**src/verilog/serial_pkg.sv**
```systemverilog
// Shared constants, types and register map for the two-channel serial port.
// Assumes one oscillator clock and a plain strobe-based register port.
package serial_pkg;

   ////////////////////////////////////////////////////////////////////////
   // Register port
   localparam int          ADDR_W       = 3;
   localparam int          DATA_W       = 16;
   localparam logic [2:0]  OFS_CH0_CTRL = 3'h0;
   localparam logic [2:0]  OFS_CH0_STAT = 3'h1;
   localparam logic [2:0]  OFS_CH0_DATA = 3'h2;
   localparam logic [2:0]  OFS_CH0_RELD = 3'h3;
   localparam logic [2:0]  OFS_CH1_CTRL = 3'h4;
   localparam logic [2:0]  OFS_CH1_STAT = 3'h5;
   localparam logic [2:0]  OFS_CH1_DATA = 3'h6;
   localparam logic [2:0]  OFS_CH1_RELD = 3'h7;

   // Status bit positions
   localparam int          STAT_RX_DONE = 0;
   localparam int          STAT_TX_DONE = 1;
   localparam int          STAT_RX_BIT9 = 2;
   localparam int          STAT_BUSY    = 3;

   // Control register layout, low six bits of the word
   typedef struct packed {
      logic tx_bit9;
      logic rate_doubling_bit;
      logic generator_select_bit;
      logic rx_enable;
      logic mode_hi_bit;
      logic mode_lo_bit;
   } ctrl_t;
   localparam int          CTRL_W       = 6;
   localparam ctrl_t       CTRL_RESET   = '0;

   ////////////////////////////////////////////////////////////////////////
   // Rate generation
   localparam int          RELOAD_W     = 10;
   localparam logic [9:0]  RELOAD_RESET = 10'h000;
   localparam logic [9:0]  GEN_TOP      = 10'h3ff;
   localparam logic [3:0]  SYNC_LAST    = 4'hb;   // fosc/12 period end
   localparam logic [3:0]  SYNC_MID     = 4'h5;   // rising shift clock
   localparam logic [3:0]  SYNC_HALF    = 4'h6;
   localparam logic [1:0]  FIX_SLOW     = 2'h3;   // 16x tick at fosc/4
   localparam logic [3:0]  OVS_LAST     = 4'hf;   // 16 ticks per bit
   localparam logic [3:0]  OVS_CENTRE   = 4'h7;

   ////////////////////////////////////////////////////////////////////////
   // Frame lengths, as last bit index
   localparam logic [3:0]  SYNC_BITS_LAST = 4'h7;  // 8 shift bits
   localparam logic [3:0]  TX8_LAST       = 4'h9;  // 10-bit frame
   localparam logic [3:0]  TX9_LAST       = 4'ha;  // 11-bit frame
   localparam logic [3:0]  RX8_LAST       = 4'h8;  // samples after start
   localparam logic [3:0]  RX9_LAST       = 4'h9;

   // Engine states, Gray along the usual path except receive data back to idle
   typedef enum logic [1:0] {
      TX_IDLE = 2'b00,
      TX_SEND = 2'b01,
      TX_SYNC = 2'b10
   } tx_state_t;

   typedef enum logic [1:0] {
      RX_IDLE  = 2'b00,
      RX_START = 2'b01,
      RX_DATA  = 2'b11
   } rx_state_t;

endpackage : serial_pkg

```
**src/verilog/dual_serial_port.sv**
```systemverilog
// Two full-duplex serial channels with rate generators and register port.
// Assumes timer1_overflow is a one-clock pulse from an outside timer and
// that the pad logic resolves the receive pin of channel 0 from its enable.
`timescale 1ns/10ps

////////////////////////////////////////////////////////////////////////////
// One channel: transmit engine (also runs the shift-register mode) and an
// independent asynchronous receive engine.
module serial_channel
   import serial_pkg::*;
#(
   parameter bit HAS_SYNC = 1'b1
)(
   // Clock and reset
   input  wire logic       clock,
   input  wire logic       resetn,
   // Timing strobes
   input  wire logic       tick16,
   input  wire logic       sync_mid,
   input  wire logic       sync_end,
   input  wire logic       sync_low,
   // Mode and control
   input  wire logic       sync_mode,
   input  wire logic       nine_bit,
   input  wire logic       rx_enable,
   input  wire logic       sync_rx_go,
   input  wire logic       tx_start,
   input  wire logic [8:0] tx_word,
   // Pins
   input  wire logic       rx_pin_in,
   output logic            rx_pin_out,
   output logic            rx_pin_oe,
   output logic            tx_pin,
   // Results
   output logic            tx_done,
   output logic            rx_done,
   output logic [8:0]      rx_word,
   output logic            busy
);
   import serial_pkg::*;

   tx_state_t  tx_state;
   logic [10:0] tx_shift;
   logic [3:0]  tx_tick;
   logic [3:0]  tx_count;
   logic [3:0]  tx_last;
   logic        sync_dir_rx;
   logic        sync_pending;
   logic        sync_done;
   logic [7:0]  sync_word;
   rx_state_t   rx_state;
   logic [9:0]  rx_shift;
   logic [3:0]  rx_tick;
   logic [3:0]  rx_count;
   logic        rx_nine;
   logic        async_done;
   logic [8:0]  async_word;
   logic        use_sync;

   assign use_sync = HAS_SYNC && sync_mode;

   ////////////////////////////////////////////////////////////////////////
   // Transmit engine; in shift-register mode it also receives
   always_ff @(posedge clock or negedge resetn)
   begin
      if (!resetn)
      begin
         tx_state     <= TX_IDLE;
         tx_shift     <= '1;
         tx_tick      <= '0;
         tx_count     <= '0;
         tx_last      <= TX8_LAST;
         sync_dir_rx  <= 1'b0;
         sync_pending <= 1'b0;
         tx_done      <= 1'b0;
         sync_done    <= 1'b0;
         sync_word    <= '0;
      end
      else
      begin
         tx_done   <= 1'b0;
         sync_done <= 1'b0;
         unique case (tx_state)
            TX_IDLE:
            begin
               if (use_sync)
               begin
                  // Start only on a period edge so no runt clock appears
                  if (tx_start)
                     sync_pending <= 1'b1;
                  if (sync_end && (sync_pending || tx_start || sync_rx_go))
                  begin
                     sync_dir_rx  <= !(sync_pending || tx_start);
                     tx_shift     <= {3'b111, tx_word[7:0]};
                     tx_count     <= '0;
                     sync_pending <= 1'b0;
                     tx_state     <= TX_SYNC;
                  end
               end
               else if (tx_start)
               begin
                  // Stop, ninth or spare stop, data, start
                  tx_shift <= {1'b1, nine_bit ? tx_word[8] : 1'b1,
                               tx_word[7:0], 1'b0};
                  tx_last  <= nine_bit ? TX9_LAST : TX8_LAST;
                  tx_tick  <= '0;
                  tx_count <= '0;
                  tx_state <= TX_SEND;
               end
            end
            TX_SEND:
            begin
               if (tick16)
               begin
                  tx_tick <= tx_tick + 4'h1;
                  if (tx_tick == OVS_LAST)
                  begin
                     tx_shift <= {1'b1, tx_shift[10:1]};
                     tx_count <= tx_count + 4'h1;
                     if (tx_count == tx_last)
                     begin
                        tx_done  <= 1'b1;
                        tx_state <= TX_IDLE;
                     end
                  end
               end
            end
            TX_SYNC:
            begin
               // Sample on the rising shift clock, LSB arrives first
               if (sync_mid && sync_dir_rx)
                  tx_shift[7:0] <= {rx_pin_in, tx_shift[7:1]};
               if (sync_end)
               begin
                  if (!sync_dir_rx)
                     tx_shift <= {1'b1, tx_shift[10:1]};
                  tx_count <= tx_count + 4'h1;
                  if (tx_count == SYNC_BITS_LAST)
                  begin
                     tx_done   <= !sync_dir_rx;
                     sync_done <= sync_dir_rx;
                     sync_word <= tx_shift[7:0];
                     tx_state  <= TX_IDLE;
                  end
               end
            end
            default:
               tx_state <= TX_IDLE;
         endcase
      end
   end

   ////////////////////////////////////////////////////////////////////////
   // Asynchronous receiver, independent of the transmitter
   always_ff @(posedge clock or negedge resetn)
   begin
      if (!resetn)
      begin
         rx_state   <= RX_IDLE;
         rx_shift   <= '0;
         rx_tick    <= '0;
         rx_count   <= '0;
         rx_nine    <= 1'b0;
         async_done <= 1'b0;
         async_word <= '0;
      end
      else
      begin
         async_done <= 1'b0;
         unique case (rx_state)
            RX_IDLE:
            begin
               // Falling edge of the start bit, seen at 16x rate
               if (!use_sync && rx_enable && tick16 && !rx_pin_in)
               begin
                  rx_tick  <= '0;
                  rx_nine  <= nine_bit;
                  rx_state <= RX_START;
               end
            end
            RX_START:
            begin
               if (tick16)
               begin
                  rx_tick <= rx_tick + 4'h1;
                  if (rx_tick == OVS_CENTRE)
                  begin
                     // A glitch that is high again at mid-bit is dropped
                     rx_tick  <= '0;
                     rx_count <= '0;
                     rx_state <= rx_pin_in ? RX_IDLE : RX_DATA;
                  end
               end
            end
            RX_DATA:
            begin
               if (tick16)
               begin
                  rx_tick <= rx_tick + 4'h1;
                  if (rx_tick == OVS_LAST)
                  begin
                     rx_shift <= {rx_pin_in, rx_shift[9:1]};
                     rx_count <= rx_count + 4'h1;
                     if (rx_count == (rx_nine ? RX9_LAST : RX8_LAST))
                     begin
                        // Frame kept only with a high stop bit
                        async_done <= rx_pin_in;
                        async_word <= rx_nine ? rx_shift[9:1]
                                              : {1'b0, rx_shift[9:2]};
                        rx_state   <= RX_IDLE;
                     end
                  end
               end
            end
            default:
               rx_state <= RX_IDLE;
         endcase
      end
   end

   // Pins: shift clock idles high and is low in the first half period
   assign tx_pin     = (tx_state == TX_SEND) ? tx_shift[0] :
                       (tx_state == TX_SYNC) ? !sync_low : 1'b1;
   assign rx_pin_oe  = (tx_state == TX_SYNC) && !sync_dir_rx;
   assign rx_pin_out = tx_shift[0];
   assign rx_done    = sync_done | async_done;
   assign rx_word    = sync_done ? {1'b0, sync_word} : async_word;
   assign busy       = (tx_state != TX_IDLE) || sync_pending;

endmodule : serial_channel

////////////////////////////////////////////////////////////////////////////
// Top: registers, rate generation and two channels
module dual_serial_port (
   // Clock and reset
   input  wire logic                        clock,
   input  wire logic                        resetn,
   // Register port
   input  wire logic [serial_pkg::ADDR_W-1:0] address,
   input  wire logic [serial_pkg::DATA_W-1:0] write_data,
   input  wire logic                        write_strobe,
   input  wire logic                        read_strobe,
   output logic      [serial_pkg::DATA_W-1:0] read_data,
   // Timer 1 overflow pulse
   input  wire logic                        timer1_overflow,
   // Channel 0 pins
   input  wire logic                        rx_data_pin_0_in,
   output logic                             rx_data_pin_0_out,
   output logic                             rx_data_pin_0_oe,
   output logic                             tx_data_pin_0,
   // Channel 1 pins
   input  wire logic                        rx_data_pin_1,
   output logic                             tx_data_pin_1,
   // Service requests
   output logic                             chan0_request,
   output logic                             chan1_request
);
   import serial_pkg::*;

   ctrl_t               chan0_control_reg;
   ctrl_t               chan1_control_reg;
   logic [RELOAD_W-1:0] reload0;
   logic [RELOAD_W-1:0] reload1;
   logic [RELOAD_W-1:0] gen0;
   logic [RELOAD_W-1:0] gen1;
   logic                gen0_ovf;
   logic                gen1_ovf;
   logic [3:0]          sync_cnt;
   logic [1:0]          fix_cnt;
   logic                half0;
   logic                var_src0;
   logic                tick0;
   logic                fix_tick;
   logic                chan0_rx_done_flag;
   logic                chan0_tx_done_flag;
   logic                chan1_rx_done_flag;
   logic                chan1_tx_done_flag;
   logic                rx_bit9_0;
   logic                rx_bit9_1;
   logic [8:0]          rx_buf0;
   logic [8:0]          rx_buf1;
   logic                tx_done0, rx_done0, busy0;
   logic                tx_done1, rx_done1, busy1;
   logic [8:0]          rx_word0, rx_word1;
   logic                sync_mode0;
   logic                wr_ctrl0, wr_stat0, wr_data0, wr_reld0;
   logic                wr_ctrl1, wr_stat1, wr_data1, wr_reld1;

   assign sync_mode0 = !chan0_control_reg.mode_hi_bit
                     && !chan0_control_reg.mode_lo_bit;
   assign wr_ctrl0 = write_strobe && (address == OFS_CH0_CTRL);
   assign wr_stat0 = write_strobe && (address == OFS_CH0_STAT);
   assign wr_data0 = write_strobe && (address == OFS_CH0_DATA);
   assign wr_reld0 = write_strobe && (address == OFS_CH0_RELD);
   assign wr_ctrl1 = write_strobe && (address == OFS_CH1_CTRL);
   assign wr_stat1 = write_strobe && (address == OFS_CH1_STAT);
   assign wr_data1 = write_strobe && (address == OFS_CH1_DATA);
   assign wr_reld1 = write_strobe && (address == OFS_CH1_RELD);

   ////////////////////////////////////////////////////////////////////////
   // Control and reload registers
   always_ff @(posedge clock or negedge resetn)
   begin
      if (!resetn)
      begin
         chan0_control_reg <= CTRL_RESET;
         chan1_control_reg <= CTRL_RESET;
         reload0           <= RELOAD_RESET;
         reload1           <= RELOAD_RESET;
      end
      else
      begin
         if (wr_ctrl0)
            chan0_control_reg <= ctrl_t'(write_data[CTRL_W-1:0]);
         if (wr_ctrl1)
            chan1_control_reg <= ctrl_t'(write_data[CTRL_W-1:0]);
         if (wr_reld0)
            reload0 <= write_data[RELOAD_W-1:0];
         if (wr_reld1)
            reload1 <= write_data[RELOAD_W-1:0];
      end
   end

   ////////////////////////////////////////////////////////////////////////
   // Fixed dividers: fosc/12 shift clock and fosc/2 or fosc/4 16x tick
   always_ff @(posedge clock or negedge resetn)
   begin
      if (!resetn)
      begin
         sync_cnt <= '0;
         fix_cnt  <= '0;
      end
      else
      begin
         sync_cnt <= (sync_cnt == SYNC_LAST) ? 4'h0
                                             : sync_cnt + 4'h1;
         fix_cnt  <= fix_cnt + 2'h1;
      end
   end

   // Mode 2 bit clock is fosc/64 or fosc/32 after the divide by 16
   assign fix_tick = chan0_control_reg.rate_doubling_bit ? fix_cnt[0]
                   : (fix_cnt == FIX_SLOW);

   ////////////////////////////////////////////////////////////////////////
   // Dedicated 10-bit auto-reload generators
   always_ff @(posedge clock or negedge resetn)
   begin
      if (!resetn)
      begin
         gen0 <= RELOAD_RESET;
         gen1 <= RELOAD_RESET;
      end
      else
      begin
         gen0 <= gen0_ovf ? reload0 : gen0 + 10'h001;
         gen1 <= gen1_ovf ? reload1 : gen1 + 10'h001;
      end
   end
   assign gen0_ovf = (gen0 == GEN_TOP);
   assign gen1_ovf = (gen1 == GEN_TOP);

   ////////////////////////////////////////////////////////////////////////
   // Channel 0 source select and optional halving
   assign var_src0 = chan0_control_reg.generator_select_bit ? gen0_ovf
                   : timer1_overflow;

   always_ff @(posedge clock or negedge resetn)
   begin
      if (!resetn)
         half0 <= 1'b0;
      else if (var_src0)
         half0 <= !half0;
   end

   // Doubling bit clear passes every second source pulse
   assign tick0 = chan0_control_reg.mode_hi_bit
                  && !chan0_control_reg.mode_lo_bit ? fix_tick
                : var_src0 && (chan0_control_reg.rate_doubling_bit
                  || half0);

   ////////////////////////////////////////////////////////////////////////
   // Done flags: a hardware set wins over a software clear
   always_ff @(posedge clock or negedge resetn)
   begin
      if (!resetn)
      begin
         chan0_rx_done_flag <= 1'b0;
         chan0_tx_done_flag <= 1'b0;
         chan1_rx_done_flag <= 1'b0;
         chan1_tx_done_flag <= 1'b0;
      end
      else
      begin
         chan0_rx_done_flag <= rx_done0 || (chan0_rx_done_flag
            && !(wr_stat0 && write_data[STAT_RX_DONE]));
         chan0_tx_done_flag <= tx_done0 || (chan0_tx_done_flag
            && !(wr_stat0 && write_data[STAT_TX_DONE]));
         chan1_rx_done_flag <= rx_done1 || (chan1_rx_done_flag
            && !(wr_stat1 && write_data[STAT_RX_DONE]));
         chan1_tx_done_flag <= tx_done1 || (chan1_tx_done_flag
            && !(wr_stat1 && write_data[STAT_TX_DONE]));
      end
   end

   // Receive buffers and ninth bits
   always_ff @(posedge clock or negedge resetn)
   begin
      if (!resetn)
      begin
         rx_buf0 <= '0;
         rx_buf1 <= '0;
      end
      else
      begin
         if (rx_done0)
            rx_buf0 <= rx_word0;
         if (rx_done1)
            rx_buf1 <= rx_word1;
      end
   end
   assign rx_bit9_0     = rx_buf0[8];
   assign rx_bit9_1     = rx_buf1[8];
   assign chan0_request = chan0_rx_done_flag || chan0_tx_done_flag;
   assign chan1_request = chan1_rx_done_flag || chan1_tx_done_flag;

   ////////////////////////////////////////////////////////////////////////
   // Read port, data one cycle after the strobe, unused bits read zero
   always_ff @(posedge clock or negedge resetn)
   begin
      if (!resetn)
         read_data <= '0;
      else
      begin
         read_data <= '0;
         if (read_strobe)
            unique case (address)
               OFS_CH0_CTRL: read_data[CTRL_W-1:0] <= chan0_control_reg;
               OFS_CH0_STAT: read_data[3:0] <= {busy0, rx_bit9_0,
                  chan0_tx_done_flag, chan0_rx_done_flag};
               OFS_CH0_DATA: read_data[7:0] <= rx_buf0[7:0];
               OFS_CH0_RELD: read_data[RELOAD_W-1:0] <= reload0;
               OFS_CH1_CTRL: read_data[CTRL_W-1:0] <= chan1_control_reg;
               OFS_CH1_STAT: read_data[3:0] <= {busy1, rx_bit9_1,
                  chan1_tx_done_flag, chan1_rx_done_flag};
               OFS_CH1_DATA: read_data[7:0] <= rx_buf1[7:0];
               OFS_CH1_RELD: read_data[RELOAD_W-1:0] <= reload1;
            endcase
      end
   end

   ////////////////////////////////////////////////////////////////////////
   // Channel 0: all four modes, ninth bit when the high mode bit is set
   serial_channel #(.HAS_SYNC(1'b1)) u_chan0 (
      .clock      (clock),
      .resetn     (resetn),
      .tick16     (tick0),
      .sync_mid   (sync_cnt == SYNC_MID),
      .sync_end   (sync_cnt == SYNC_LAST),
      .sync_low   (sync_cnt < SYNC_HALF),
      .sync_mode  (sync_mode0),
      .nine_bit   (chan0_control_reg.mode_hi_bit),
      .rx_enable  (chan0_control_reg.rx_enable),
      .sync_rx_go (chan0_control_reg.rx_enable && !chan0_rx_done_flag),
      .tx_start   (wr_data0),
      .tx_word    ({chan0_control_reg.tx_bit9, write_data[7:0]}),
      .rx_pin_in  (rx_data_pin_0_in),
      .rx_pin_out (rx_data_pin_0_out),
      .rx_pin_oe  (rx_data_pin_0_oe),
      .tx_pin     (tx_data_pin_0),
      .tx_done    (tx_done0),
      .rx_done    (rx_done0),
      .rx_word    (rx_word0),
      .busy       (busy0)
   );

   // Channel 1: async only, mode bit 0 clear selects the 9-bit frame
   serial_channel #(.HAS_SYNC(1'b0)) u_chan1 (
      .clock      (clock),
      .resetn     (resetn),
      .tick16     (gen1_ovf),
      .sync_mid   (1'b0),
      .sync_end   (1'b0),
      .sync_low   (1'b0),
      .sync_mode  (1'b0),
      .nine_bit   (!chan1_control_reg.mode_lo_bit),
      .rx_enable  (chan1_control_reg.rx_enable),
      .sync_rx_go (1'b0),
      .tx_start   (wr_data1),
      .tx_word    ({chan1_control_reg.tx_bit9, write_data[7:0]}),
      .rx_pin_in  (rx_data_pin_1),
      .rx_pin_out (),
      .rx_pin_oe  (),
      .tx_pin     (tx_data_pin_1),
      .tx_done    (tx_done1),
      .rx_done    (rx_done1),
      .rx_word    (rx_word1),
      .busy       (busy1)
   );

endmodule : dual_serial_port

```
**config.mk**
```make
export PLATFORM = sky130hd
export DESIGN_NAME = dual_serial_port
export DESIGN_NICKNAME = d
export VERILOG_FILES = /design/src/verilog/serial_pkg.sv /design/src/verilog/dual_serial_port.sv
export SDC_FILE = /design/constraint.sdc
export NUM_CORES = 1
export LEC_CHECK = 0
export BUFFER_PORTS_ARGS = -buffer_cell sky130_fd_sc_hd__buf_2
export CAP_MARGIN = 20
export CORE_MARGIN = 1
export CORE_UTILIZATION = 62
export DETAILED_ROUTE_END_ITERATION = 7
export PLACE_DENSITY_LB_ADDON = 0.3
export SLEW_MARGIN = 20
export SYNTH_ARGS = -nofsm -noshare
export SYNTH_HDL_FRONTEND = slang
export SYNTH_HIERARCHICAL = 1
export SYNTH_SLANG_ARGS = --single-unit
```
**constraint.sdc**
```tcl
create_clock -name clock -period 3.6 [get_ports clock]
set_input_delay 0.72 -clock clock [delete_from_list [all_inputs] [get_ports clock]]
set_output_delay 0.72 -clock clock [all_outputs]
set_load 0.05 [all_outputs]
```
==> flow_summary.toml, run 1 <==
[timing]
final.setup.worst_slack_ns = 0.5357
final-max-slew-violation-count = 0
fin_setup_tns_ns = 0
rsz0062_at_grt = "false"
worst_hold_slack_ns = 0.2966
finalSetupViolCount = 0
hold_viol = 0
finClkSkew_ns = 0.009174
finalCritPeriodShare = 0.8512
max_freq_ghz = 0.3263
slew_headroom = 0.4631
fin_crit_ns = 3.064
tightest_slew_ns = 0.8054

[finish]
num-nets-final = 970
finalInstanceArea_sq_mm = 0.01152
n_fill_cell = 1115
largest_register_ffs = 11
ff_latch_area_sq_mm = 0.005234
layout_common_cells = "dfrtp_1, mux2_2, nand2_1"
largest-register = "u_chan0/tx_shift"
drive_above_1_share = 0.2906
multi_input_area_sq_mm = 0.004746
area_delta_synth_final_pct = 11.17
n_antenna_cell = 0
final_common_cell = "dfrtp_1"

[cts]
holdBufCountCts = 0
htree_num_levels = 1
path_clk_slew_ns = 0.06
cts_setup_buffers = 0
numClockSinks = 208
cts_tree = "done"
cts_root_buf = "clkbuf_16"
cts_buffers = 22
clk_latency_ns = 0.50
ctsResizeCount = 0
cts_buffer_depth = 3

[placed_design]
dp_hpwl_mm = 14.34
routabilityCongestion = 0.7981
dpl_worst_slack_ns = 0.5980
postPlaceCellArea_sq_mm = 0.01070
port_buffers = 35

[power]
ir_drop_mv = 0.4212
combPwrFrac = 0.211
powerDensity_mw_per_mm2 = 611.3
power_frac_seq = 0.433
cell_internal_pwr_w = 0.004981
leakage_nw = 5.318
switching_share = 0.2928
clkPwrFrac = 0.357
p_sw_w = 0.002063
finalPower_w = 0.007044

[floorplanning]
fp-row-count = 46
die_x_microns = 131.3
core_area_sq_mm = 0.01612
dieHeight_microns = 131.3
fp.dieArea_sq_mm = 0.01724
start_util = 0.6432
ios = 48

[route]
ant_nets = 0
routed_via_density = 6.045
wirelength_mm = 21.60
first_pass_iters = 5
drc_errors = 0
drt_iter0_markers = 538
wl_per_cell_microns = 18.63
via_count = 7006

[global_routing]
grt_overflow = 0
grt_pass1_wl_mm = 35.93
grt_max_degree = 103
antenna_found_initial = 0
grt_pass1_vias = 6809
gr-usage-all-layers = 0.2605

[critical_path]
path_depth = 11
cpPeakStageDelay_ns = 0.39
end_kind = "flop"
rr_worst_depth = 11
critPathLaunchType = "flop"
cp.required_ns = 4.04
critPathBufInv = 1
critPathMaxFanout = 13
crit_type = "flop to flop"
crit_family = "simple AND/OR/NAND/NOR gates"
crit_path_cell_trace = "ha_1, and4_1, nand3_4, mux2_4, o32ai_2, buf_4, nand4_1, nor2_1, nor3_1, a211o_1, nand3_1"
cp.arrival_ns = 3.50
slowest_stage = "dfrtp_1"

[synth]
synth_cells = 890
ys_warn_count = 6
syn_area_sq_mm = 0.01036
syn_area_per_cell_sq_um = 11.65

[hold_path]
min-delay-path-class = "input port to asynchronous set/reset pin"

[outcome]
status = "finished, final reports clean"

[run]
cap_violations = 0
## metrics by stage
stage                     instances  utilization
after floorplan                 895            -
after global placement         1119       0.6638
after detailed placement       1119       0.6638
after CTS                      1159       0.7150
after global routing           1159       0.7150
final                          1159       0.7150
## power by group through the flow
| stage | logic [W] | clock network, W | registers (W) |
|---|---|---|---|
| 3_3_place_gp | 0.00143 | 0 | 0.00307 |
| 6_report | 0.00148 | 0.00251 | 0.00305 |
| 5_1_grt | 0.00164 | 0.00264 | 0.00309 |
| 2_1_floorplan | 0.00118 | 0 | 0.00300 |
| 4_1_cts | 0.00148 | 0.00256 | 0.00304 |
| 3_5_place_dp | 0.00147 | 0 | 0.00308 |
## layer usage
| layer | track usage | share of wire |
|---|---|---|
| met5 | 0 | 0 |
| met4 | 0.05943 | 0.019 |
| met3 | 0.03356 | 0.041 |
| met1 | 0.3800 | 0.46 |
| met2 | 0.4176 | 0.48 |
## worst paths after layout
kind	from	endpoint	slack, ns
worst max-delay path	gen0[0]	u_chan0/rx_state[0]	0.54
worst min-delay path	resetn	gen1[8]	0.30
worst max register to register	gen0[0]	u_chan0/rx_state[0]	0.54
worst min register to register	u_chan1/tx_done	chan1_tx_done_flag	0.44
max in group asynchronous	resetn	u_chan0/tx_last[0]	2.36
min in group clock	u_chan1/tx_done	chan1_tx_done_flag	0.44
## final cells by class
class,instances,area share
clock buffer,32,0.05896
clock inverter,8,0.01260
inverter,37,0.01205
multi-input combinational,608,0.4119
sequential,208,0.4542
tap,216,0.02346
timing repair buffer,50,0.02682
## worst reg2reg max path: cells and delay by family (launching register included)
kind	cells	cell delay [ns]
compound gates	2	0.41
fa+ha+maj	1	0.22
buf+inv	1	0.24
flops	1	0.39
mux	1	0.35
simple gates	6	1.38
Power figures use the tool's default switching activity.
==> run 2, diff against run 1 <==
--- a/config.mk
+++ b/config.mk
@@ -8,7 +8,7 @@
 export BUFFER_PORTS_ARGS = -buffer_cell sky130_fd_sc_hd__buf_2
 export CAP_MARGIN = 20
 export CORE_MARGIN = 1
-export CORE_UTILIZATION = 62
+export CORE_UTILIZATION = 65
 export DETAILED_ROUTE_END_ITERATION = 7
 export PLACE_DENSITY_LB_ADDON = 0.3
 export SLEW_MARGIN = 20
==> constraint.sdc (replaced) <==
create_clock -name clock -period 3.8 [get_ports clock]
set_input_delay 0.76 -clock clock [delete_from_list [all_inputs] [get_ports clock]]
set_output_delay 0.76 -clock clock [all_outputs]
set_load 0.05 [all_outputs]
==> run 2 against run 1 <==
Clock skew grew 0.0045 ns. Sequential cell count is the same. Hold slack lost 0.036 ns. Routed wire length grew 3.4%. Non-clock buffer count shrank 7. Sequential share of layout area grew 0.54 points. Utilization grew 2.6 points. Combinational power shrank 3%. Largest cell class unchanged.
==> flow_summary.toml, run 2 (synthesis gave the netlist of run 1 again) <==
[outcome]
status = "finished, final reports clean"

[cts]
cts_root_buf = "clkbuf_16"
cts_buffer_depth = 3
ctsResizeCount = 0
cts_buffers = 22
cts_tree = "done"
cts_setup_buffers = 0
numClockSinks = 208
clk_latency_ns = 0.51
path_clk_slew_ns = 0.06
htree_num_levels = 1
holdBufCountCts = 0

[floorplanning]
dieHeight_microns = 128.3
ios = 48
die_x_microns = 128.3
core_area_sq_mm = 0.01537
fp-row-count = 45
fp.dieArea_sq_mm = 0.01645
start_util = 0.6743

[global_routing]
grt_pass1_vias = 7120
top_usage_layer = "met2"
use_met2 = 0.4789
met3_usage = 0.03088
grt_overflow = 0
gr-usage-all-layers = 0.2846
grt_pass1_wl_mm = 37.07
grt_max_degree = 86
antenna_found_initial = 0
gr-usage-met1 = 0.4007

[finish]
finalInstanceArea_sq_mm = 0.01139
largest_register_ffs = 11
layout_common_cells = "dfrtp_1, mux2_2, nand2_1"
n_antenna_cell = 0
drive_above_1_share = 0.2813
final_common_cell = "dfrtp_1"
area_delta_synth_final_pct = 9.863
num-nets-final = 963
largest-register = "u_chan0/tx_shift"

[timing]
final-max-slew-violation-count = 0
finalCritPeriodShare = 0.8244
tightest_slew_ns = 0.9008
fin_crit_ns = 3.133
rsz0062_at_grt = "false"
hold_viol = 0
final.setup.worst_slack_ns = 0.6675
finClkSkew_ns = 0.01368
slew_headroom = 0.3973
fin_setup_tns_ns = 0
finalSetupViolCount = 0
max_freq_ghz = 0.3192

[critical_path]
critPathLaunchType = "flop"
crit_family = "simple AND/OR/NAND/NOR gates"
critPathMaxFanout = 18
rr_worst_depth = 10
cp_common_cell = "mux2_4"
r2r_start = "gen0[0]"
worst-r2r-setup-slack_ns = 0.67
cpPeakStageDelay_ns = 0.41
cp.required_ns = 4.18
crit_path_cell_trace = "ha_1, and4_1, nand3_4, mux2_4, o32ai_2, nand2b_1, o2111a_1, o21ai_4, or2_4, mux2_4"
critPathBufInv = 0
end_kind = "flop"
slowest_stage = "and4_1"
crit_type = "flop to flop"
reg2reg_to = "u_chan0/tx_count[0]"
cp.arrival_ns = 3.51

[placed_design]
port_buffers = 35
routabilityCongestion = 0.8730
postPlaceCellArea_sq_mm = 0.01064
dpl_worst_slack_ns = 0.6136
dp_hpwl_mm = 15.27

[power]
powerDensity_mw_per_mm2 = 574.6
cell_internal_pwr_w = 0.004543
ir_drop_mv = 0.3230
leakage_nw = 5.244
clkPwrFrac = 0.336
power_frac_seq = 0.444
combPwrFrac = 0.220
switching_share = 0.3056
p_sw_w = 0.002000

[route]
routed_via_density = 6.274
drc_errors = 0
first_pass_iters = 5
wl_per_cell_microns = 19.49
via_count = 7190
ant_nets = 0
wirelength_mm = 22.33
drt_iter0_markers = 653

[run]
cap_violations = 0

[hold_path]
min-delay-path-class = "input port to asynchronous set/reset pin"
==> run 2: changes by cell type in the layout (fill, tap and decap cells not counted), sizes merged <==
cell | previous run | this run
buf | 49 | 42
bufinv | 4 | 2
clkbuf | 33 | 34
==> run 2: worst register-to-register path, delay by kind of cell, from the launching register on <==
kind                     cells  cell delay (ns)
adder cells (fa/ha/maj)      1             0.23
AND/OR/NAND/NOR              4             1.15
AO/OA/AOI/OAI                3             0.59
multiplexers                 2             0.66
flip-flops                   1             0.38
==> run 2: worst max path at each step <==
stage	from	endpoint	slack (ns)	depth (start not counted)
2_1_floorplan	address[0]	u_chan0/tx_count[0]	1.17	10
3_3_place_gp	address[0]	u_chan0/tx_count[0]	0.68	9
3_5_place_dp	address[0]	u_chan0/tx_count[0]	0.61	9
4_1_cts	gen0[0]	u_chan0/tx_count[0]	0.73	10
5_1_grt	gen0[1]	u_chan0/rx_state[0]	0.54	11
6_report	gen0[0]	u_chan0/tx_count[0]	0.67	10
==> run 2: routing by layer <==
metal  routed length (microns)  share of wire  vias up
met4                       489          0.022        0
met1                      9852           0.44     3665
li1                          -              -     3238
met5                         0              0        -
met2                     10980           0.49      244
met3                      1011          0.045       43
==> run 2: stage by stage <==
stage          std cells  utilization  total power, W  hold slack [ns]
2_1_floorplan        895            -        0.003959           0.4084
3_3_place_gp        1107       0.6921        0.004229           0.4163
3_5_place_dp        1107       0.6921        0.004332           0.4213
4_1_cts             1146       0.7408        0.006544           0.3225
5_1_grt             1146       0.7408        0.006814           0.3451
6_report            1146       0.7408        0.006543           0.2607
==> run 2: cell type report <==
| type | count | area (sq um) |
|---|---|---|
| clock inverters | 6 | 85.08 |
| multi-input cells | 608 | 4746 |
| repair buffers | 43 | 256.5 |
| flip-flops and latches | 208 | 5234 |
| well taps | 211 | 264.0 |
| fillers | 987 | 3984 |
| inverters | 37 | 138.9 |
| clock buffers | 33 | 663.1 |
==> run 2: power by group through the flow <==
stage | Sequential [W] | Combinational [W] | Clock, W
6_report | 0.00291 | 0.00144 | 0.00220
5_1_grt | 0.00294 | 0.00157 | 0.00231
4_1_cts | 0.00289 | 0.00142 | 0.00223
3_5_place_dp | 0.00293 | 0.00141 | 0
3_3_place_gp | 0.00290 | 0.00133 | 0
2_1_floorplan | 0.00284 | 0.00112 | 0
